### src/logic/adc_ctrl_pkg.sv
// package: register map, field positions, codes and timing for the converter controller
package adc_ctrl_pkg;
    // register addresses on the plain register port
    localparam logic [7:0] addr_result_high = 8'h1e;
    localparam logic [7:0] addr_control     = 8'h1f;
    localparam logic [7:0] addr_irq_flags   = 8'h0c;
    localparam logic [7:0] addr_irq_enables = 8'h8c;
    localparam logic [7:0] addr_result_low  = 8'h9e;
    localparam logic [7:0] addr_analog_sel  = 8'h9f;
    // converter_control field positions
    localparam int bit_justify = 7;
    localparam int bit_refsel  = 6;
    localparam int bit_chan_hi = 3;
    localparam int bit_chan_lo = 2;
    localparam int bit_go      = 1;
    localparam int bit_power   = 0;
    // irq flag/enable position for conversion done
    localparam int bit_done    = 6;
    // analog select fields
    localparam int bit_clk_hi  = 6;
    localparam int bit_clk_lo  = 4;
    // reset values and write masks
    localparam logic [7:0] rst_control  = 8'h00;
    localparam logic [7:0] rst_irq      = 8'h00;
    localparam logic [7:0] rst_analog   = 8'h0f;
    localparam logic [7:0] mask_control = 8'hcf;
    localparam logic [7:0] mask_analog  = 8'h7f;
    localparam logic [7:0] mask_irq     = 8'hc9;
    // conversion timing in bit periods
    localparam logic [3:0] conv_periods  = 4'h0_b;
    localparam logic [3:0] abort_periods = 4'h0_2;
    // rc clock: nominal period 4 us at 100 MHz clock
    localparam int rc_period_ns = 4000;
    localparam int clk_period_ns = 10;
    localparam logic [8:0] rc_half_cycles = 9'(rc_period_ns / clk_period_ns / 2);
    // one instruction cycle of start delay for rc mode (4 device clocks)
    localparam logic [2:0] instr_cycles = 3'h4;
    // register port bundle
    typedef struct packed {
        logic [7:0] addr;
        logic [7:0] wdata;
        logic       wr;
        logic       rd;
    } reg_req_type;
    // converter sequence states, one-hot
    typedef enum logic [4:0] {
        st_idle    = 5'b00001,
        st_delay   = 5'b00010,
        st_convert = 5'b00100,
        st_abort   = 5'b01000,
        st_off     = 5'b10000
    } conv_state_type;
endpackage

### src/logic/adc_conversion_controller.sv
// design: register file and sequencing for a 10-bit successive approximation converter
// Function
// - clock select picks divider or rc clock
// - go bit starts, reads one while busy
// - done clears go, sets flag, irq
// - clearing go aborts, results kept
// - wait two periods after abort, reacquire
// - bit 7 selects right or left justify
// - bit 6 selects external reference
// - bits 3-2 select analog channel
// - bit 0 powers the converter
// - analog select disables digital input path
// - rc mode delays start one instruction
// - sleep rc conversion finishes, wake or off
// - sleep on other clock aborts, power off
// - reset loads register defaults (analog select 0x0f), keeps results
// - high/low byte split per alignment
// - conversion lasts eleven bit periods
`timescale 1ns/1ps
`default_nettype none
module adc_conversion_controller
    import adc_ctrl_pkg::*;
(
    input  wire logic       clock_i,
    input  wire logic       resetn_i,
    input  wire logic [7:0] reg_addr_i,
    input  wire logic [7:0] reg_wdata_i,
    input  wire logic       reg_wr_i,
    input  wire logic       reg_rd_i,
    input  wire logic [7:0] reg_rdata_o_unused_i,
    input  wire logic       sleep_i,
    input  wire logic [9:0] sar_value_i,
    output logic [7:0]      reg_rdata_o,
    output logic            conv_irq_o,
    output logic            wake_o,
    output logic [1:0]      channel_select_o,
    output logic            reference_source_select_o,
    output logic            converter_active_o,
    output logic            sample_o,
    output logic [3:0]      digital_input_disable_o
);
    // register port request as one bundle
    reg_req_type    req;             // bundled register request

    // one-hot sequencer state
    conv_state_type state;           // sequencer state

    // software visible registers
    logic [7:0]     control;         // converter_control storage
    logic [7:0]     analog_sel;      // analog_pin_and_clock_select
    logic [7:0]     irq_flags;       // peripheral_irq_flags
    logic [7:0]     irq_enables;     // peripheral_irq_enables

    // no reset: a read after reset
    // still sees the last conversion
    logic [7:0]     result_high;     // result_high_byte, not reset
    logic [7:0]     result_low;      // result_low_byte, not reset

    // device clock divider
    logic [5:0]     div_count;       // divider for device clock modes
    logic [5:0]     div_limit;       // divider terminal count

    // rc clock model and edge detect
    logic [8:0]     rc_count;        // rc half period counter
    logic           rc_clk;          // rc clock level
    logic           rc_prev;         // rc clock last level
    logic           use_rc;          // rc clock selected

    // bit period bookkeeping
    logic           period_tick;     // one bit period elapsed
    logic [3:0]     period_count;    // bit periods in current phase
    logic [2:0]     delay_count;     // instruction delay for rc mode

    // synchroniser stages
    logic [9:0]     sar_s1;          // sync first stage
    logic [9:0]     sar_s2;          // sync second stage
    logic           sleep_s1;        // sync first stage
    logic           sleep_s2;        // sync second stage

    // decoded events
    logic           done_event;      // conversion finished this cycle
    logic           go_write_clear;  // software clears go
    logic           go_write_set;    // software sets go
    logic           sleep_abort;     // sleep on a non-rc clock
    logic           abort_entry;     // go cleared mid conversion

    assign req = '{addr: reg_addr_i, wdata: reg_wdata_i, wr: reg_wr_i, rd: reg_rd_i};

    // two-flop synchronisers for the analog result and sleep level
    // the result word is held long before done,
    // so its bits settle together
    always_ff @(posedge clock_i) begin
        sar_s1   <= sar_value_i;
        sar_s2   <= sar_s1;
        sleep_s1 <= sleep_i;
        sleep_s2 <= sleep_s1;
    end

    // clock source decode; codes ending in 11 all pick the rc clock
    // terminal count is the ratio less one
    // rc codes leave the divider unused
    always_comb begin
        use_rc = (analog_sel[bit_clk_lo +: 2] == 2'b11);
        unique case (analog_sel[bit_clk_hi:bit_clk_lo])
            3'b000:  div_limit = 6'h01;  // /2
            3'b100:  div_limit = 6'h03;  // /4
            3'b001:  div_limit = 6'h07;  // /8
            3'b101:  div_limit = 6'h0f;  // /16
            3'b010:  div_limit = 6'h1f;  // /32
            3'b110:  div_limit = 6'h3f;  // /64
            default: div_limit = 6'h3f;  // rc codes; divider unused
        endcase
    end

    // rc clock model keeps running even in sleep
    // restarts high when idle or on abort, so the
    // first rising edge is a whole period away
    // and a conversion spans eleven full periods
    always_ff @(posedge clock_i) begin
        if (!resetn_i || state == st_idle || state == st_off || abort_entry) begin
            rc_count <= '0;
            rc_clk   <= 1'b1;
            rc_prev  <= 1'b1;  // no false edge
        end else begin
            rc_prev <= rc_clk;
            if (rc_count == rc_half_cycles - 9'h001) begin
                rc_count <= '0;
                rc_clk   <= ~rc_clk;
            end else begin
                rc_count <= rc_count + 9'h001;
            end
        end
    end

    // device clock divider, restarted when idle so periods align to start
    // and on abort, so recovery is two whole periods
    always_ff @(posedge clock_i) begin
        if (!resetn_i || state == st_idle || state == st_off || abort_entry) begin
            div_count <= '0;
        end else if (div_count == div_limit) begin
            div_count <= '0;
        end else begin
            div_count <= div_count + 6'h01;
        end
    end

    // one pulse per bit period
    assign period_tick = use_rc ? (rc_clk & ~rc_prev) : (div_count == div_limit);

    // software abort starts the recovery wait
    assign abort_entry = state == st_convert && go_write_clear;

    assign go_write_set   = req.wr && req.addr == addr_control && req.wdata[bit_go]
                            && control[bit_power];
    assign go_write_clear = req.wr && req.addr == addr_control && !req.wdata[bit_go];
    assign sleep_abort    = sleep_s2 && !use_rc;
    assign done_event     = state == st_convert && period_tick
                            && period_count == conv_periods - 4'h1;

    // conversion sequencer
    // idle: acquisition, waits for go
    // delay: rc only, one instruction
    // convert: eleven bit periods
    // abort: two periods, then idle
    // off: asleep, converter stopped
    always_ff @(posedge clock_i) begin
        if (!resetn_i) begin
            state        <= st_idle;
            period_count <= '0;
            delay_count  <= '0;
        end else begin
            unique case (state)
                st_idle: begin
                    period_count <= '0;
                    delay_count  <= '0;
                    if (go_write_set) begin
                        state <= use_rc ? st_delay : st_convert;
                    end
                end

                // rc start delay
                st_delay: begin
                    // lets a sleep instruction retire before sampling ends and the conversion starts
                    delay_count <= delay_count + 3'h1;
                    if (go_write_clear) begin
                        state <= st_abort;
                    end else if (delay_count == instr_cycles - 3'h1) begin
                        state <= st_convert;
                    end
                end

                // sleep beats a software abort
                st_convert: begin
                    if (period_tick) begin
                        period_count <= period_count + 4'h1;
                    end
                    if (sleep_abort) begin
                        state <= st_off;
                    end else if (go_write_clear) begin
                        state        <= st_abort;
                        period_count <= '0;
                    end else if (done_event) begin
                        state <= (sleep_s2 && !irq_enables[bit_done]) ? st_off : st_idle;
                    end
                end

                // recovery after abort
                st_abort: begin
                    if (period_tick) begin
                        period_count <= period_count + 4'h1;
                    end
                    if (period_tick && period_count == abort_periods - 4'h1) begin
                        state <= st_idle;
                    end
                end

                // stopped while asleep
                st_off: begin
                    // module stays off until sleep ends; power bit untouched
                    if (!sleep_s2) begin
                        state <= st_idle;
                    end
                end
                default: state <= st_idle;
            endcase
        end
    end

    // control register; go set by software, cleared by hardware
    // clearing go by write also aborts
    // a write wins over the hardware clear
    always_ff @(posedge clock_i) begin
        if (!resetn_i) begin
            control <= rst_control;
        end else if (req.wr && req.addr == addr_control) begin
            control <= req.wdata & mask_control;
            control[bit_go] <= go_write_set;
        end else if (done_event || sleep_abort && state == st_convert) begin
            control[bit_go] <= 1'b0;
        end
    end

    // analog select and clock select register
    // bit 7 unimplemented, reads zero
    always_ff @(posedge clock_i) begin
        if (!resetn_i) begin
            analog_sel <= rst_analog;
        end else if (req.wr && req.addr == addr_analog_sel) begin
            analog_sel <= req.wdata & mask_analog;
        end
    end

    // interrupt enables
    // only implemented bits are kept
    always_ff @(posedge clock_i) begin
        if (!resetn_i) begin
            irq_enables <= rst_irq;
        end else if (req.wr && req.addr == addr_irq_enables) begin
            irq_enables <= req.wdata & mask_irq;
        end
    end

    // interrupt flags; hardware set wins over a software clear
    always_ff @(posedge clock_i) begin
        if (!resetn_i) begin
            irq_flags <= rst_irq;
        end else begin
            if (req.wr && req.addr == addr_irq_flags) begin
                irq_flags <= req.wdata & mask_irq;
            end
            if (done_event) begin
                irq_flags[bit_done] <= 1'b1;
            end
        end
    end

    // results loaded together at completion only; reset leaves them alone
    // an abort never reaches done, so the
    // last completed value stays
    always_ff @(posedge clock_i) begin
        if (done_event) begin
            if (control[bit_justify]) begin
                result_high <= {6'h00, sar_s2[9:8]};
                result_low  <= sar_s2[7:0];
            end else begin
                result_high <= sar_s2[9:2];
                result_low  <= {sar_s2[1:0], 6'h00};
            end
        end
    end

    // read data, one cycle after the strobe; unmapped reads zero
    // zero otherwise, so it can be or-ed
    always_ff @(posedge clock_i) begin
        if (!resetn_i) begin
            reg_rdata_o <= '0;
        end else if (req.rd) begin
            unique case (req.addr)
                addr_result_high: reg_rdata_o <= result_high;
                addr_control:     reg_rdata_o <= control;
                addr_irq_flags:   reg_rdata_o <= irq_flags;
                addr_irq_enables: reg_rdata_o <= irq_enables;
                addr_result_low:  reg_rdata_o <= result_low;
                addr_analog_sel:  reg_rdata_o <= analog_sel;
                default:          reg_rdata_o <= '0;
            endcase
        end else begin
            reg_rdata_o <= '0;
        end
    end

    // registered outputs toward the analog front end and the core
    always_ff @(posedge clock_i) begin
        if (!resetn_i) begin
            conv_irq_o                <= 1'b0;
            wake_o                    <= 1'b0;
            channel_select_o          <= '0;
            reference_source_select_o <= 1'b0;
            converter_active_o        <= 1'b0;
            sample_o                  <= 1'b0;
            digital_input_disable_o   <= rst_analog[3:0];
        end else begin
            conv_irq_o <= irq_flags[bit_done] & irq_enables[bit_done];
            wake_o     <= sleep_s2 & irq_flags[bit_done] & irq_enables[bit_done];
            channel_select_o          <= control[bit_chan_hi:bit_chan_lo];
            reference_source_select_o <= control[bit_refsel];
            // power bit gates operation; off state overrides while asleep
            converter_active_o <= control[bit_power] && state != st_off;
            // acquisition runs when powered and idle or in the rc start delay
            sample_o <= control[bit_power] && (state == st_idle || state == st_delay);
            digital_input_disable_o <= analog_sel[3:0];
        end
    end

    // limitations for the integrator:
    //
    // the rc clock is a counter model
    // with a constant period
    //
    // fast divider codes are accepted;
    // software keeps the bit period legal
    //
    // the result word must stay stable
    // from end of sampling until done
    //
    // go with power off is ignored, so
    // power up in an earlier write
    //
    // sleep in the rc start delay does
    // not abort; the delay exists for it
    //
    // after a sleep abort the sequencer
    // waits in off until wake
    //
    // irq and wake are plain levels;
    // software clears the done flag
    //
    // flag and enable bits outside mask_irq
    // read zero
    //
    // reset keeps both result bytes
endmodule
`default_nettype wire

### config.mk
export PLATFORM = sky130hd
export DESIGN_NAME = adc_conversion_controller
export DESIGN_NICKNAME = d
export VERILOG_FILES = /design/src/logic/adc_ctrl_pkg.sv /design/src/logic/adc_conversion_controller.sv
export SDC_FILE = /design/constraint.sdc
export NUM_CORES = 1
export LEC_CHECK = 0
export BUFFER_PORTS_ARGS = -buffer_cell sky130_fd_sc_hd__buf_4
export CAP_MARGIN = 10
export CORE_ASPECT_RATIO = 1.1
export CORE_MARGIN = 1
export CORE_UTILIZATION = 51
export DETAILED_ROUTE_END_ITERATION = 6
export GPL_TIMING_DRIVEN = 0
export PLACE_DENSITY = 0.85
export RECOVER_POWER = 100
export SYNTH_ARGS = -nofsm -noshare
export SYNTH_HDL_FRONTEND = slang
export SYNTH_SLANG_ARGS = --single-unit
### constraint.sdc
create_clock -name clock_i -period 2.21 [get_ports clock_i]
set_input_delay 0.5525 -clock clock_i [delete_from_list [all_inputs] [get_ports clock_i]]
set_output_delay 0.5525 -clock clock_i [all_outputs]
set_load 0.1 [all_outputs]
**After elaboration in Yosys (flattened, before gate mapping)**

Cells that the tools add are included.

- Reductions and logical operators: 34
- Mux-type cells: 25
- Bitwise logic cells: 6
- Eq/ne operators: 27
- Add/subtract/negate cells: 4

Operators by type and width:

| kind | count |
|---|---|
| 8-bit one-hot mux with 6 select lines | 1 |
| 5-bit 2-to-1 mux | 9 |
| 6-bit one-hot mux with 5 select lines | 1 |
| 5-bit one-hot mux with 5 select lines | 1 |
| 8-bit == test, second input constant | 3 |
| 8-bit by 5-bit == test with 1-bit output, second input constant | 2 |
| 1-bit logical AND | 16 |
| 4-bit 2-to-1 mux | 3 |
| 4-bit one-hot mux with 3 select lines | 1 |
| 9-bit by 1-bit adder with 9-bit output, second input constant | 1 |
| 9-bit by 8-bit == test with 1-bit output, second input constant | 1 |
| 8-bit by 4-bit == test with 1-bit output, second input constant | 1 |
| 8-bit 2-to-1 mux | 1 |
| 7-bit 2-to-1 mux | 1 |
| 6-bit by 1-bit adder with 6-bit output, second input constant | 1 |
| 3-bit by 2-bit == test with 1-bit output, second input constant | 2 |
| 3-bit == test, second input constant | 2 |
| 6-bit == test | 1 |
| 2-bit inequality test, second input constant | 3 |
| 3-bit one-hot mux with 2 select lines | 1 |
| 2-bit nonzero test | 3 |
| 5-bit by 1-bit == test with 1-bit output, second input constant | 1 |
| 5-bit by 2-bit == test with 1-bit output, second input constant | 1 |
| 5-bit by 3-bit == test with 1-bit output, second input constant | 1 |
| 23 further kinds | 38 |

- Logic and storage cells: 125
- Output and inout bits: 19
- Bits in registers: 107
- Input bits: 39

**Depth between registers and ports, before layout**

- Depth after elaboration: 10
- Mapped depth: 7
- Gate-level depth less buffers: 6

**Worst setup path before layout**

No wires, ideal clock.

- Path type: flip-flop to flip-flop
- Start: reg analog_sel[4]
- End: reg result_high[0], enable pin
- Setup slack: -0.116 ns
- Path buffers: 1
- Data arrival time: 1.962 ns
- Data required time: 1.846 ns
- Cell stages (with the launch flop): 8
- Setup time: 0.364 ns
- Period minus slack after synthesis: 2.326 ns
- Cells stage by stage: dfxtp_1 -> buf_6 -> xor2_1 -> o31ai_4 -> o211ai_2 -> o21a_1 -> or4_4 -> inv_1

- Word-level cells in the longest chain between the ends: 6
- Elaborated cells between the ends (all ways): 11
- Those cells by class: 6 x eq/ne; 2 x mux; 3 x reduce/logical

RTL lines:

| element | line | source |
|---|---|---|
| start, declared | adc_conversion_controller.sv:50 | `logic [7:0] analog_sel;` |
| start signal, assigned | adc_conversion_controller.sv:247 | `analog_sel <= rst_analog;` |
| start signal, assigned | adc_conversion_controller.sv:249 | `analog_sel <= req.wdata & mask_analog;` |
| 3-bit by 2-bit == test with 1-bit output, or another cell as far along | adc_conversion_controller.sv:104 | `unique case (analog_sel[bit_clk_hi:bit_clk_lo])` |
| 6-bit one-hot mux with 5 select lines | adc_conversion_controller.sv:104 |  |
| 6-bit == test | adc_conversion_controller.sv:148 | `assign period_tick = use_rc ? (rc_clk & ~rc_prev) : (div_count == div_limit);` |
| 1-bit 2-to-1 mux (*) | adc_conversion_controller.sv:148 |  |
| 1-bit logical AND (*) | adc_conversion_controller.sv:157 | `assign done_event = state == st_convert && period_tick` |
| 1-bit logical AND (*) | adc_conversion_controller.sv:158 | `&& period_count == conv_periods - 4'h1;` |
| net done_event | adc_conversion_controller.sv:81 | `logic done_event;` |
| end signal, assigned | adc_conversion_controller.sv:283 | `result_high <= {6'h00, sar_s2[9:8]};` |
| end signal, assigned | adc_conversion_controller.sv:286 | `result_high <= sar_s2[9:2];` |
| end, declared | adc_conversion_controller.sv:56 | `logic [7:0] result_high;` |

Mark *: on every way through the listed nets, which the timed path passes. The rest lies on a longest branch.
A chain may end at the register's enable or synchronous reset.

**Worst setup path after layout**

- Start: reg analog_sel[5]
- End: reg result_high[4], enable pin

The elaborated chain is that of the path after synthesis.

==> flow_metrics.tcl <==
set metrics [dict create \
    htreeDepth 3 \
    outcome "finished, violations left" \
    grt_setup_unrepaired "yes" \
    yosys_most_used_dff "dfxtp_1" \
    ys_seq_area_frac 0.536 \
    core-area_um2 8040 \
    die_w_um 89.5 \
    yosys_warnings 0 \
    grt_start_max_net_pins 23 \
    synth_commonest_cells "dfxtp_1 (91), nor2_1 (36), nand2_1 (31)" \
    crit_type "reg2reg" \
    areaGrowthSynthToFinish_pct 18.1 \
    globalplace.congestion 0.914 \
    post-synth-top-area-fraction 0.424 \
    numPortBuffers 48 \
    cts_tree "built" \
    cp_top_family "simple AND/OR/NAND/NOR gates" \
    placementRows 34 \
    power_mw 3.47 \
    die_y_um 98.2 \
    critPathLaunch "analog_sel[5]" \
    relSlewSlack 0.399 \
    final.setup_skew_ps 16.6 \
    clk_pin_slew_ps 110 \
    crit_path_top_delay_cell "or4_4" \
    clock.fmax_ghz 0.442 \
    vias 3327 \
    numCtsBuffers 9 \
    drcViolationCount 0 \
    avgRoutedWirePerCell_um 15.5 \
    r2r_slack_ps -50 \
    first_pass_iters 5 \
    yosysMostFrequentCell "dfxtp_1" \
    ys_async_sr_fraction 0 \
    layout_setup_ws_ps -51.6 \
    yosysTopAreaCell "dfxtp_1" \
    via_per_inst 5.59 \
    overflow 0 \
    violations "negative setup slack" \
    netlist_area_um2 4290 \
    yosysUniqueCellTypes 64 \
    worstPathMaxFanout 13 \
    yosys-top-cells-area "dfxtp_1 (42%), edfxtp_1 (11%), mux2i_1 (4.0%)" \
    synth-seq-cells 107 \
    cp.required_ps 2320 \
    track_usage 0.220 \
    cp-end-kind "flop" \
    first_global_vias 3188 \
    tightest_slew_ps 899 \
    fin_crit_sh 1.02 \
    crit_arrival_ps 2370 \
    cts_hold_buf 0 \
    antenna_found_initial 0 \
    ant_nets 0 \
    totalWireLength_um 9200 \
    final_nets 528 \
    syn_nets 459 \
    hp-start "sar_value_i[1]" \
    leakagePower_nw 1.89 \
    clockRootBuffer "clkbuf_8" \
    dieArea_um2 8790 \
    hpwl_um 6480 \
    syn-instance-count 413 \
    cpPeakStageDelay_ps 520 \
    cts_buffer_depth 2 \
    n_fill_cell 652 \
    start_util 0.534 \
    syn_avg_cell_area_um2 10.4 \
    fin_crit_ps 2260 \
    critPathBufInv 4 \
    cts_sinks 107 \
    setup_violations 16 \
    drt-initial-drc-count 248 \
    hp-class "in2reg" \
    ir_drop_uv 464 \
    r2r_start "analog_sel[5]" \
    maxCapViolations 0 \
    final_max_slew_viol_count 0 \
    io_pins 58 \
    pre_cts_slack_ps -254 \
    synth-edff-count 16 \
    n_antenna_cell 0 \
    grt_pass1_wl_um 14800 \
    path_cells "buf_8, buf_4, xor2_1, o22a_2, o21a_1, or4_4, clkinvlp_4, buf_12" \
    clock_latency_ps 380 \
    drive_gt1_frac 0.205 \
    critPathLaunchType "flop" \
    hold_viol_final 0 \
    cellPowerDensity_nw_per_um2 684 \
]
[timing repair]
item	4_1_cts	5_1_grt
setup buffers	5	5
endpoints found under the hold margin	0	0
resized for setup	0	7
setup endpoints to repair	16	27
[where the power goes]
part | internal [mW] | switching (mW)
combinational | 0.0972 | 0.123
sequential | 2.00 | 0.0173
clock | 0.465 | 0.768
[cell families after synthesis]
family | after synthesis | share of synthesized area
AOI/OAI and AO/OA | 65 | 0.110
and+or+nand+nor | 165 | 0.204
DFF | 107 | 0.536
xor gates and xnor gates | 17 | 0.0347
adders and majority gates | 7 | 0.0204
muxes | 24 | 0.0633
buffers and inverters | 28 | 0.0309
[state kept, by name, indices dropped and copies added (netlist names), 2 cells and up]
| name | count |
|---|---|
| div_count | 6 |
| period_count | 4 |
| sar_s1 | 10 |
| sar_s2 | 10 |
| irq_enables | 4 |
| digital_input_disable_o | 4 |
| delay_count | 3 |
| control | 6 |
| channel_select_o | 2 |
| analog_sel | 7 |
| result_high | 8 |
| state | 5 |
| rc_count | 9 |
| result_low | 8 |
| reg_rdata_o | 8 |
| irq_flags | 4 |
[metal layers]
metal	share of wire	global-route usage	vias up	wire length [µm]
met2	0.48	0.356	161	4410
met3	0.072	0.0533	45	662
met5	0	0	-	0
met4	0.043	0.103	0	391
li1	-	-	1580	-
met1	0.41	0.272	1541	3730
[cell usage in the layout, fill, tap and decap left out, drive strengths merged, types with 10 or more instances in the layout]
| master | Yosys | routed |
|---|---|---|
| nor2b | 17 | 17 |
| edfxtp | 16 | 16 |
| inv | 12 | 13 |
| nand3 | 22 | 22 |
| a21oi | 15 | 15 |
| mux2i | 17 | 17 |
| nor2 | 36 | 36 |
| dfxtp | 91 | 91 |
| clkbuf | 10 | 53 |
| and2 | 15 | 15 |
| a21boi | 10 | 10 |
| nand2 | 32 | 32 |
| buf | 6 | 30 |
[final cells by class]
class                   count  area [µm²]  share of cell area
flip-flops and latches    107        2300               0.454
multi-input cells         278        1870               0.369
well taps                 108         135              0.0267
repair buffers             58         400              0.0790
clock inverters             7        93.8              0.0185
inverters                  12        48.8             0.00962
clock buffers               9         124              0.0244
plain buffers              16        91.3              0.0180
[worst paths after layout]
path,to,cells past startpoint
worst min register to register,sar_s2[0],0
worst max-delay path,result_high[4],8
worst min-delay path,sar_s1[1],1
worst max register to register,result_high[4],8
[through the flow]
stage                util  area, µm²  setup TNS (ps)  hold slack [ps]  cells
floorplan               -       4300               0              310    413
global placement    0.596       4790           -4180              311    569
detailed placement  0.596       4790           -5740              312    569
CTS                 0.629       5060               0              255    590
global route        0.631       5070           -1980              270    595
finish              0.631       5070            -628              285    595
No activity file was read; power rests on OpenSTA's default activity.
